<file path="config.mk">
export PLATFORM = sky130hd
export DESIGN_NAME = window_alarm_monitor
export DESIGN_NICKNAME = d
export VERILOG_FILES = /design/src/logic/window_alarm_pkg.sv /design/src/logic/window_alarm_monitor.sv
export SDC_FILE = /design/constraint.sdc
export NUM_CORES = 1
export LEC_CHECK = 0
export BUFFER_PORTS_ARGS = -buffer_cell sky130_fd_sc_hd__buf_2
export CORE_MARGIN = 10
export CORE_UTILIZATION = 55
export CTS_CLUSTER_SIZE = 24
export DETAILED_ROUTE_END_ITERATION = 6
export PLACE_DENSITY = 0.76
export SYNTH_ARGS = -nofsm -noshare
export SYNTH_HDL_FRONTEND = slang
export SYNTH_SLANG_ARGS = --single-unit
export TNS_END_PERCENT = 10
</file>
<file path="constraint.sdc">
create_clock -name clock -period 8.9 [get_ports clock]
set_clock_uncertainty 0.05 [all_clocks]
set_input_delay 0.445 -clock clock [delete_from_list [all_inputs] [get_ports clock]]
set_output_delay 0.445 -clock clock [all_outputs]
set_load 0.01 [all_outputs]
</file>
<file path="src/logic/window_alarm_pkg.sv">
// Shared constants and decoding functions for the window alarm monitor.
`default_nettype none
package window_alarm_pkg;
  // ---------------------------------------------------------------------------
  // Channel numbering of the shared result port
  // ---------------------------------------------------------------------------
  localparam int NUM_ANALOG = 4;
  localparam int NUM_TEMP = 3;
  localparam logic [2:0] CH_REMOTE_ONE = 3'h4;
  localparam logic [2:0] CH_REMOTE_TWO = 3'h5;
  localparam logic [2:0] CH_LOCAL_TEMP = 3'h6;

  // ---------------------------------------------------------------------------
  // Status flag layout
  // ---------------------------------------------------------------------------
  localparam int RANGE_BASE = 0;
  localparam int UPPER_BASE = 4;
  localparam int LOWER_BASE = 7;
  localparam int OVERHEAT_POS = 10;
  localparam int DIODE_BASE = 11;
  localparam int NUM_UNITS = 11;
  localparam int NUM_DIODE = 2;
  localparam int NUM_FLAGS = 13;
  localparam logic [NUM_FLAGS-1:0] FLAGS_RESET = 13'h0000;

  // ---------------------------------------------------------------------------
  // Widths and fixed limits
  // ---------------------------------------------------------------------------
  localparam int ANALOG_HYS_W = 7;
  localparam int TEMP_HYS_W = 5;
  localparam int QUAL_W = 9;
  localparam logic [QUAL_W-1:0] COUNT_RESET = 9'h000;
  localparam int OVERHEAT_LIMIT_DEG = 150;
  localparam int OVERHEAT_HYS_DEG = 8;

  // ---------------------------------------------------------------------------
  // Qualifier decoding
  // ---------------------------------------------------------------------------
  function automatic logic [QUAL_W-1:0] input_qual_n(input logic [2:0] sel);
    case (sel)
      3'h0: input_qual_n = 9'h001;
      3'h1: input_qual_n = 9'h004;
      3'h2: input_qual_n = 9'h008;
      3'h3: input_qual_n = 9'h010;
      3'h4: input_qual_n = 9'h020;
      3'h5: input_qual_n = 9'h040;
      3'h6: input_qual_n = 9'h080;
      default: input_qual_n = 9'h100;
    endcase
  endfunction : input_qual_n

  function automatic logic [QUAL_W-1:0] temp_qual_n(input logic [1:0] sel);
    case (sel)
      2'h0: temp_qual_n = 9'h001;
      2'h1: temp_qual_n = 9'h002;
      2'h2: temp_qual_n = 9'h004;
      default: temp_qual_n = 9'h008;
    endcase
  endfunction : temp_qual_n
endpackage : window_alarm_pkg
`default_nettype wire

</file>
<file path="src/logic/window_alarm_monitor.sv">
// Out-of-range alarm monitor with hysteresis, qualifiers, status flags and indicator pin.
`default_nettype none

module window_alarm_monitor
  import window_alarm_pkg::*;
#(
  parameter int DATA_W = 12,
  parameter int TEMP_FRAC_BITS = 0
) (
  input wire logic clock, // 250 MHz clock
  input wire logic reset, // Synchronous hardware or power-on reset
  input wire logic soft_reset, // Software reset pulse
  input wire logic result_valid, // One-cycle strobe of a finished conversion
  input wire logic [2:0] result_channel, // Channel of the strobed result
  input wire logic [DATA_W-1:0] result_data, // Analog unsigned, temperature signed
  input wire logic [NUM_ANALOG*DATA_W-1:0] analog_upper_threshold, // Upper bounds
  input wire logic [NUM_ANALOG*DATA_W-1:0] analog_lower_threshold, // Lower bounds
  input wire logic [NUM_ANALOG*ANALOG_HYS_W-1:0] analog_hysteresis, // Analog hysteresis
  input wire logic [NUM_TEMP*DATA_W-1:0] temp_upper_threshold, // Temperature upper limits
  input wire logic [NUM_TEMP*DATA_W-1:0] temp_lower_threshold, // Temperature lower limits
  input wire logic [NUM_TEMP*TEMP_HYS_W-1:0] temp_hysteresis, // Hysteresis in degrees
  input wire logic [2:0] input_qualifier_count_sel, // Analog consecutive-count select
  input wire logic [1:0] temp_qualifier_count_sel, // Temperature consecutive-count select
  input wire logic [NUM_DIODE-1:0] diode_fault, // Remote diode status conditions
  input wire logic local_sensor_powered_down, // Local sensor asleep
  input wire logic sticky_disable, // 1 makes flags follow conditions
  input wire logic [NUM_FLAGS-1:0] indicator_unmask, // 1 lets a flag reach the pin
  input wire logic status_read, // One-cycle pulse: status register read
  output logic [NUM_FLAGS-1:0] status_flags, // Status flags
  output logic global_event_flag, // OR of all status flags
  output logic alarm_out, // Pin output value, always low
  output logic alarm_oe // Pin output enable, high while pulling low
);
  localparam int CW = DATA_W + 2;

  // ---------------------------------------------------------------------------
  // Parameter checks
  // ---------------------------------------------------------------------------
  if (DATA_W < 10 || DATA_W > 16 || TEMP_FRAC_BITS < 0 || TEMP_FRAC_BITS > 4) begin : bad_params
    $error("window_alarm_monitor: unsupported DATA_W or TEMP_FRAC_BITS");
  end

  localparam logic signed [CW-1:0] OVERHEAT_LIMIT = CW'(OVERHEAT_LIMIT_DEG << TEMP_FRAC_BITS);
  localparam logic signed [CW-1:0] OVERHEAT_CLEAR =
    CW'((OVERHEAT_LIMIT_DEG - OVERHEAT_HYS_DEG) << TEMP_FRAC_BITS);

  // ---------------------------------------------------------------------------
  // State
  // ---------------------------------------------------------------------------
  logic [NUM_UNITS-1:0] cond_reg;
  logic [NUM_UNITS-1:0] cond_next;
  logic [QUAL_W-1:0] count_reg [NUM_UNITS];
  logic [QUAL_W-1:0] count_next [NUM_UNITS];
  logic [NUM_FLAGS-1:0] flags_reg;
  logic [NUM_FLAGS-1:0] flags_next;
  logic global_reg;
  logic global_next;
  logic alarm_oe_reg;
  logic alarm_oe_next;
  logic alarm_out_reg;

  // Per-unit view of the current result, also read by the checks.
  logic [NUM_UNITS-1:0] hit_v;
  logic [NUM_UNITS-1:0] out_v;
  logic [NUM_UNITS-1:0] back_v;
  logic [NUM_ANALOG-1:0] inverted_v;

  // ---------------------------------------------------------------------------
  // Window comparison
  // ---------------------------------------------------------------------------
  always_comb begin
    logic signed [CW-1:0] sample_analog;
    logic signed [CW-1:0] sample_temp;
    logic signed [CW-1:0] up;
    logic signed [CW-1:0] lo;
    logic signed [CW-1:0] hy;
    sample_analog = $signed({2'b00, result_data});
    sample_temp = $signed({{2{result_data[DATA_W-1]}}, result_data});
    up = '0;
    lo = '0;
    hy = '0;
    hit_v = '0;
    out_v = '0;
    back_v = '0;
    inverted_v = '0;
    for (int i = 0; i < NUM_ANALOG; i++) begin
      up = $signed({2'b00, analog_upper_threshold[i*DATA_W +: DATA_W]});
      lo = $signed({2'b00, analog_lower_threshold[i*DATA_W +: DATA_W]});
      hy = $signed(CW'(analog_hysteresis[i*ANALOG_HYS_W +: ANALOG_HYS_W]));
      inverted_v[i] = up < lo;
      hit_v[RANGE_BASE+i] = result_valid && (result_channel == 3'(i));
      out_v[RANGE_BASE+i] = sample_analog > up || sample_analog < lo || inverted_v[i];
      back_v[RANGE_BASE+i] = sample_analog <= up - hy && sample_analog >= lo + hy
                             && !inverted_v[i];
    end
    for (int j = 0; j < NUM_TEMP; j++) begin
      up = $signed({{2{temp_upper_threshold[j*DATA_W+DATA_W-1]}},
                    temp_upper_threshold[j*DATA_W +: DATA_W]});
      lo = $signed({{2{temp_lower_threshold[j*DATA_W+DATA_W-1]}},
                    temp_lower_threshold[j*DATA_W +: DATA_W]});
      hy = $signed(CW'(temp_hysteresis[j*TEMP_HYS_W +: TEMP_HYS_W]) <<< TEMP_FRAC_BITS);
      hit_v[UPPER_BASE+j] = result_valid && (result_channel == CH_REMOTE_ONE + 3'(j));
      hit_v[LOWER_BASE+j] = hit_v[UPPER_BASE+j];
      out_v[UPPER_BASE+j] = sample_temp > up;
      back_v[UPPER_BASE+j] = sample_temp <= up - hy;
      out_v[LOWER_BASE+j] = sample_temp < lo;
      back_v[LOWER_BASE+j] = sample_temp >= lo + hy;
    end
    hit_v[OVERHEAT_POS] = result_valid && (result_channel == CH_LOCAL_TEMP);
    out_v[OVERHEAT_POS] = sample_temp > OVERHEAT_LIMIT;
    back_v[OVERHEAT_POS] = sample_temp <= OVERHEAT_CLEAR;
  end

  // ---------------------------------------------------------------------------
  // Qualifier, hysteresis and flag update
  // ---------------------------------------------------------------------------
  always_comb begin
    logic [QUAL_W-1:0] need;
    logic [NUM_FLAGS-1:0] cond_all;
    logic [NUM_FLAGS-1:0] set_event;
    need = '0;
    cond_all = '0;
    set_event = '0;
    for (int u = 0; u < NUM_UNITS; u++) begin
      if (u < UPPER_BASE) begin
        need = input_qual_n(input_qualifier_count_sel);
      end else if (u < OVERHEAT_POS) begin
        need = temp_qual_n(temp_qualifier_count_sel);
      end else begin
        need = 9'h001;
      end
      cond_next[u] = cond_reg[u];
      count_next[u] = count_reg[u];
      if (hit_v[u]) begin
        if (out_v[u]) begin
          if (!cond_reg[u]) begin
            if ({1'b0, count_reg[u]} + 10'h001 >= {1'b0, need}) begin
              cond_next[u] = 1'b1;
              count_next[u] = COUNT_RESET;
            end else begin
              count_next[u] = count_reg[u] + 9'h001;
            end
          end
        end else begin
          count_next[u] = COUNT_RESET;
          if (back_v[u]) begin
            cond_next[u] = 1'b0;
          end
        end
      end
    end
    if (local_sensor_powered_down) begin
      cond_next[OVERHEAT_POS] = 1'b0;
      count_next[OVERHEAT_POS] = COUNT_RESET;
    end
    cond_all = {diode_fault, cond_next};
    set_event = {diode_fault, cond_next & hit_v};
    if (sticky_disable) begin
      flags_next = cond_all;
    end else begin
      flags_next = set_event | (flags_reg & ~{NUM_FLAGS{status_read}});
    end
    if (soft_reset) begin
      cond_next = '0;
      for (int u = 0; u < NUM_UNITS; u++) begin
        count_next[u] = COUNT_RESET;
      end
      flags_next = FLAGS_RESET;
    end
    global_next = |flags_next;
    alarm_oe_next = |(flags_next & indicator_unmask);
  end

  always_ff @(posedge clock) begin
    if (reset) begin
      cond_reg <= '0;
      for (int u = 0; u < NUM_UNITS; u++) begin
        count_reg[u] <= COUNT_RESET;
      end
      flags_reg <= FLAGS_RESET;
      global_reg <= 1'b0;
      alarm_oe_reg <= 1'b0;
      alarm_out_reg <= 1'b0;
    end else begin
      cond_reg <= cond_next;
      for (int u = 0; u < NUM_UNITS; u++) begin
        count_reg[u] <= count_next[u];
      end
      flags_reg <= flags_next;
      global_reg <= global_next;
      alarm_oe_reg <= alarm_oe_next;
      alarm_out_reg <= 1'b0;
    end
  end

  assign status_flags = flags_reg;
  assign global_event_flag = global_reg;
  assign alarm_out = alarm_out_reg;
  assign alarm_oe = alarm_oe_reg;
endmodule : window_alarm_monitor
`default_nettype wire

</file>
* After elaboration in Yosys (flattened, before gate mapping)
Memory sizes are Yosys's and may differ from the RTL's.
Cells that the tools add are included.
** Operators by class
- $add $sub $neg :: 36
- Order comparisons :: 45
- Equality and inequality tests :: 14
- Multiplexer cells :: 120
- Bitwise logic cells :: 16
- Reductions and logical operators :: 33
** Operators with widths (number)
- two-way mux 9 bit :: 56
- less-than comparator 12 bit :: 11
- adder 9 x 1 -> 10 bit, second input constant :: 11
- >= comparator 10 x 9 -> 1 bit :: 10
- adder 9 x 1 -> 9 bit, second input constant :: 11
- two-way mux 99 bit :: 1
- >= comparator 12 x 13 -> 1 bit :: 7
- > comparator 12 bit :: 7
- one-hot mux 9 bit (7 select lines) :: 1
- two-way mux 1 bit :: 59
- adder 12 x 7 -> 13 bit :: 4
- less-or-equal comparator 13 bit :: 4
- subtractor 12 x 7 -> 13 bit :: 4
- adder 12 x 6 -> 13 bit :: 3
- less-or-equal comparator 12 x 13 -> 1 bit :: 3
- subtractor 12 x 6 -> 13 bit :: 3
- bitwise AND 13 bit :: 2
- two-way mux 13 bit :: 2
- OR reduction 13 bit :: 2
- == test 3 bit, second input constant :: 6
- logical AND 1 bit :: 15
- NOT 13 bit :: 1
- bitwise OR 13 bit :: 1
- == test 3 x 2 -> 1 bit, second input constant :: 4
- other kinds (14) :: 36
** Word-level totals
- Flip-flop bits (word level) :: 26
- Bits in writable memories :: 99
- Bits of input ports :: 253
- Output and inout bits :: 16
- Logic and storage cells :: 269
- Memories kept :: 1
** Memory list
- count_reg :: words 11, width 9, read ports 11, clocked after memory_dff 0, wr ports 11, RTL line window_alarm_monitor.sv:52 : logic [QUAL_W-1:0] count_reg [NUM_UNITS];

* Depth between registers and ports, before layout
An unclocked memory read counts as a cell.
- Depth after elaboration :: 14
- Gate-level depth with buffers :: 21
- Depth with buffers taken out :: 21

* Worst setup path before layout
Ideal clock, no wire load.
- Path type :: input port to flip-flop
- From :: input port temp_hysteresis[1]
- To :: register global_reg (netlist: global_event_flag)
- Setup time :: 150 ps
- Arrival :: 4289 ps
- Required time :: 8700 ps
- Path slack :: 4411 ps
- Cell stages on the path :: 20
- Buffers on the path :: 0
- Path through :: inv_1 -> ha_1 -> nor2b_1 -> o21ai_0 -> nand2b_1 -> a21o_1 -> a21o_1 -> or3_1 -> or3_1 -> nor3_1 -> xnor2_1 -> ha_1 -> nand4_1 -> a311oi_1 -> o31ai_1 -> o21ai_1 -> a2111oi_0 -> nand4_1 -> a2111oi_2 -> a41oi_1
** On the way
- Longest elaborated chain between the ends :: 10
- Elaborated cells on any way between the ends :: 15
- Those cells by class :: 2 x add/sub; 2 x order compare; 8 x mux; 2 x bitwise; 1 x reduce/logical
** Ends and longest elaborated chain
- start, declared :: RTL line window_alarm_monitor.sv:21 : input wire logic [NUM_TEMP*TEMP_HYS_W-1:0] temp_hysteresis,
- subtractor 12 x 6 -> 13 bit / adder 12 x 6 -> 13 bit (equally long branches) :: RTL line window_alarm_monitor.sv:105, window_alarm_monitor.sv:107
- less-or-equal comparator 12 x 13 -> 1 bit / >= comparator 12 x 13 -> 1 bit (equally long branches) :: RTL line window_alarm_monitor.sv:105, window_alarm_monitor.sv:107
- two-way mux 1 bit :: RTL line window_alarm_monitor.sv:146 : if (back_v[u]) begin
- two-way mux 1 bit :: RTL line window_alarm_monitor.sv:135 : if (out_v[u]) begin
- two-way mux 1 bit :: RTL line window_alarm_monitor.sv:134 : if (hit_v[u]) begin
- bitwise AND 11 bit :: RTL line window_alarm_monitor.sv:157 : set_event = {diode_fault, cond_next & hit_v};
- bitwise OR 13 bit :: RTL line window_alarm_monitor.sv:161 : flags_next = set_event | (flags_reg & ~{NUM_FLAGS{status_read}});
- two-way mux 13 bit * :: RTL line window_alarm_monitor.sv:158 : if (sticky_disable) begin
- two-way mux 13 bit * :: RTL line window_alarm_monitor.sv:163 : if (soft_reset) begin
- OR reduction 13 bit * :: RTL line window_alarm_monitor.sv:170 : global_next = |flags_next;
- end signal, assigned :: RTL line window_alarm_monitor.sv:190 : global_reg <= global_next;
- end, declared :: RTL line window_alarm_monitor.sv:56 : logic global_reg;
Every way passes the cells marked *; elsewhere a longest branch is shown, timed or not.
A chain may end at the register's enable or synchronous reset.

* Worst setup path in the final report
- From :: input port analog_hysteresis[22]
- To :: register global_reg (netlist: global_event_flag)
** On the way
- Longest elaborated chain between the ends :: 12
- Elaborated cells on any way between the ends :: 14
- Those cells by class :: 2 x add/sub; 2 x order compare; 5 x mux; 2 x bitwise; 3 x reduce/logical
** Ends and longest elaborated chain
- start, declared :: RTL line window_alarm_monitor.sv:18 : input wire logic [NUM_ANALOG*ANALOG_HYS_W-1:0] analog_hysteresis,
- subtractor 12 x 7 -> 13 bit / adder 12 x 7 -> 13 bit (equally long branches) :: RTL line window_alarm_monitor.sv:93 : back_v[RANGE_BASE+i] = sample_analog <= up - hy && sample_analog >= lo + hy
- less-or-equal comparator 13 bit / >= comparator 12 x 13 -> 1 bit (equally long branches) :: RTL line window_alarm_monitor.sv:93
- logical AND 1 bit * :: RTL line window_alarm_monitor.sv:93
- logical AND 1 bit * :: RTL line window_alarm_monitor.sv:94 : && !inverted_v[i];
- two-way mux 1 bit * :: RTL line window_alarm_monitor.sv:146
- two-way mux 1 bit * :: RTL line window_alarm_monitor.sv:135
- two-way mux 1 bit * :: RTL line window_alarm_monitor.sv:134
- bitwise AND 11 bit :: RTL line window_alarm_monitor.sv:157
- bitwise OR 13 bit :: RTL line window_alarm_monitor.sv:161
- two-way mux 13 bit * :: RTL line window_alarm_monitor.sv:158
- two-way mux 13 bit * :: RTL line window_alarm_monitor.sv:163
- OR reduction 13 bit * :: RTL line window_alarm_monitor.sv:170
Marks and branches as above.

==> results.tsv <==
stage	metric	value	unit
outcome	status	finished clean	
cts	postCtsSetupRepairBufs	0	
power	total_power	2.30	mW
yosys	synth_top_area_share	32.1	%
cts	clock_latency	0.43	ns
worst_hold_path	hp-class	input port to register	
yosys	syn_area_per_cell	7.89	sq um
critical_path	cpMaxStageDelayCell	a2111oi_0	
cts	cts_buffer_depth	2	
routing	routed_wl	64.6	mm
yosys	syn_inst	2635	
routing	vias	20600	
sta	rsz0062_at_grt	false	
yosys	synthesis.area	20800	sq um
power	p_switching	0.861	mW
cts	ctsResizeCount	0	
sta	finalSetupViolCount	0	
cts	cts_tree	done	
power	seq_power_share	24.5	%
power	swShare	37.4	%
global_route	antenna_found_initial	13	
critical_path	crit_required	9.12	ns
sta	post-route-period-util	56.7	%
routing	drtIter0Drc	1281	
yosys	synth_area_leader_cell	ha_1	
global_route	grt_max_degree	59	
layout	syn2layout_area_growth	12.5	%
power	p_int	1.44	mW
floorplanning	io_pins	269	
power	ir_drop	0.000136	V
cts	cts_made_buffers	17	
critical_path	crit_chain	buf_2 -> inv_1 -> ha_1 -> nor2b_1 -> o21ai_0 -> a21oi_1 -> o21ai_0 -> a21oi_1 -> o21ai_0 -> nand2_1 -> or4_1 -> xnor2_1 -> ha_1 -> nand4_1 -> o32ai_1 -> o2111ai_1 -> a2111oi_0 -> o31ai_1 -> and3b_1 -> a41oi_1	
floorplanning	die_h	214	um
layout	final_common_cell	ha_1	
yosys	synth_area_leaders	ha_1 32%, dfxtp_1 12%, inv_1 5.2%, xnor2_1 5.0%, a21oi_1 4.6%	
critical_path	cpMostUsedCell	o21ai_0	
cts	cts-htree-levels	4	
critical_path	crit_arrival	5.26	ns
floorplanning	core-area	37500	sq um
floorplanning	die_area	46000	sq um
placement	io_buffers	267	
routing	antenna_left	0	
routing	dr.pass1.iters	7	
layout	largest_reg_flops	99	
critical_path	worstSetupEndpointType	register	
routing	wl_met3	3.79	mm
cts	cts_hold_buf	0	
routing	wl_met2	30.7	mm
floorplanning	die_width	214	um
layout	fillCellCount	3378	
sta	finalSetupTns	0	ns
cts	path_clk_slew	0.06	ns
sta	timing.hold.ws	0.209	ns
power	combPwrFrac	44.3	%
floorplanning	initial_core_util	55.5	%
layout	final_layout_size_suffix_gt1_share	11.6	%
critical_path	worst-path-buf-inv	2	
yosys	async_reset_ff_share	0	%
yosys	syn_nets	3435	
global_route	grt_pass1_wl	104	mm
yosys	yosys_warnings	0	
critical_path	cp_top_family	compound AO/OA/AOI/OAI gates	
cts	cts-root-buf	clkbuf_16	
routing	route.detailed.wl_per_inst	18.8	um
routing	highest_layer	met5	
power	clockPowerShare	31.2	%
sta	relSlewSlack	16.7	%
sta	worst_slew_pin_slew	1.24	ns
cts	cts.sinks	125	
yosys	synth-edff-count	0	
yosys	synth_seq_cells	125	
yosys	synth_ff_type	dfxtp_1	
routing	via_per_inst	5.98	
power	leakagePower	11.6	nW
power	power_density	98.4	nW/um^2
critical_path	crit_type	input port to register	
sta	slew_viol_final	0	
critical_path	cpPeakStageDelay	0.86	ns
critical_path	cp_max_fo	3	
layout	nNetsFinal	3707	
global_route	grt_pass1_vias	20900	
floorplanning	rows	71	
routing	wl_met1	27.7	mm
yosys	seq_area_frac_synth	12.0	%
global_route	grt_remaining_overflow	0	
placement	place_hpwl	52.2	mm
run	drv_cap	0	
sta	fin_crit	5.04	ns
sta	fmaxAchievable	198	MHz
yosys	synth_cell_types	88	
routing	post-route-drc-count	0	
global_route	grt_usage	27.0	%
sta	hold_viol_final	0	
critical_path	worstSetupStartpointType	input port	
layout	final_cell_mix	533 x ha_1, 288 x inv_1, 267 x buf_2	
placement	gp_congestion	0.941	
worst paths after layout:
kind                                       startpoint                 to  slack [ns]  cells after the start
worst max-delay path            analog_hysteresis[22]  global_event_flag        3.86                     20
worst min-delay path                   diode_fault[1]   status_flags[12]        0.21                      3
worst max register to register        count_reg[1][0]  global_event_flag        4.83                     15
worst min register to register        count_reg[9][5]    count_reg[9][5]        0.40                      1
cells by family (layout without fill, tap and decap cells):
logic type	after synthesis	count (layout)	share of synthesized area (%)
AND/OR/NAND/NOR	789	789	20.2
AO/OA/AOI/OAI	683	683	21.3
adder cells (fa/ha/maj)	547	547	33.4
buffers and inverters	320	604	5.85
XOR/XNOR	164	164	6.91
flip-flops	125	125	12.0
multiplexers	6	6	0.289
other	1	12	0.0180
metrics by stage:
step / area (sq um) / cells / setup WS [ns] / util [%]
after floorplan: 20800 / 2635 / 4.41 / -
after global placement: 22800 / 3399 / 3.69 / 60.7
after detailed placement: 22800 / 3399 / 3.51 / 60.7
after CTS: 23400 / 3430 / 3.94 / 62.3
after global routing: 23400 / 3439 / 3.59 / 62.4
final: 23400 / 3441 / 3.86 / 62.4
area by class of cell:
class | count | area, sq um | share of cell area (%)
Multi-Input combinational cell | 2190 | 17100 | 73.0
Antenna cell | 11 | 27.5 | 0.118
Tap cell | 511 | 639 | 2.73
Clock inverter | 13 | 166 | 0.711
Timing Repair Buffer | 285 | 1470 | 6.29
Inverter | 288 | 1080 | 4.62
Sequential cell | 125 | 2500 | 10.7
Clock buffer | 18 | 439 | 1.88
metal layers:
layer	global-route usage [%]	vias up
met5	0	-
li1	-	10200
met4	11.7	4
met1	32.4	9554
met3	4.15	141
met2	46.8	642
power groups by stage:
stage	combinational, mW	clock [mW]	sequential [mW]
floorplan	0.675	0	0.576
global placement	0.961	0	0.577
detailed placement	1.00	0	0.577
CTS	1.01	0.724	0.564
global route	1.16	0.752	0.564
finish	1.02	0.719	0.565
worst register-to-register path: cells and delay by family, from the launching register on:
| kind | cells | cell delay, ns |
|---|---|---|
| compound gates | 8 | 1.98 |
| xor+xnor | 1 | 0.18 |
| fa+ha+maj | 2 | 0.48 |
| flops | 1 | 0.44 |
| simple gates | 4 | 0.79 |
Yosys cell counts, types with 16 or more instances:
cell / count
ha_1: 533
inv_1: 288
a21oi_1: 193
nor2_1: 179
o21ai_0: 158
dfxtp_1: 125
xnor2_1: 119
nand2_1: 107
nand3_1: 77
nand4_1: 66
nor2b_1: 57
nor3_1: 57
a21o_1: 56
and3_1: 52
nand2b_1: 49
xor2_1: 45
a211oi_1: 34
clkbuf_1: 29
o21a_1: 29
and2_1: 28
nand3b_1: 27
o211ai_1: 26
or3_1: 19
a2111oi_0: 18
a31oi_1: 17
a22oi_1: 16
(Power assumes the default switching activity.)
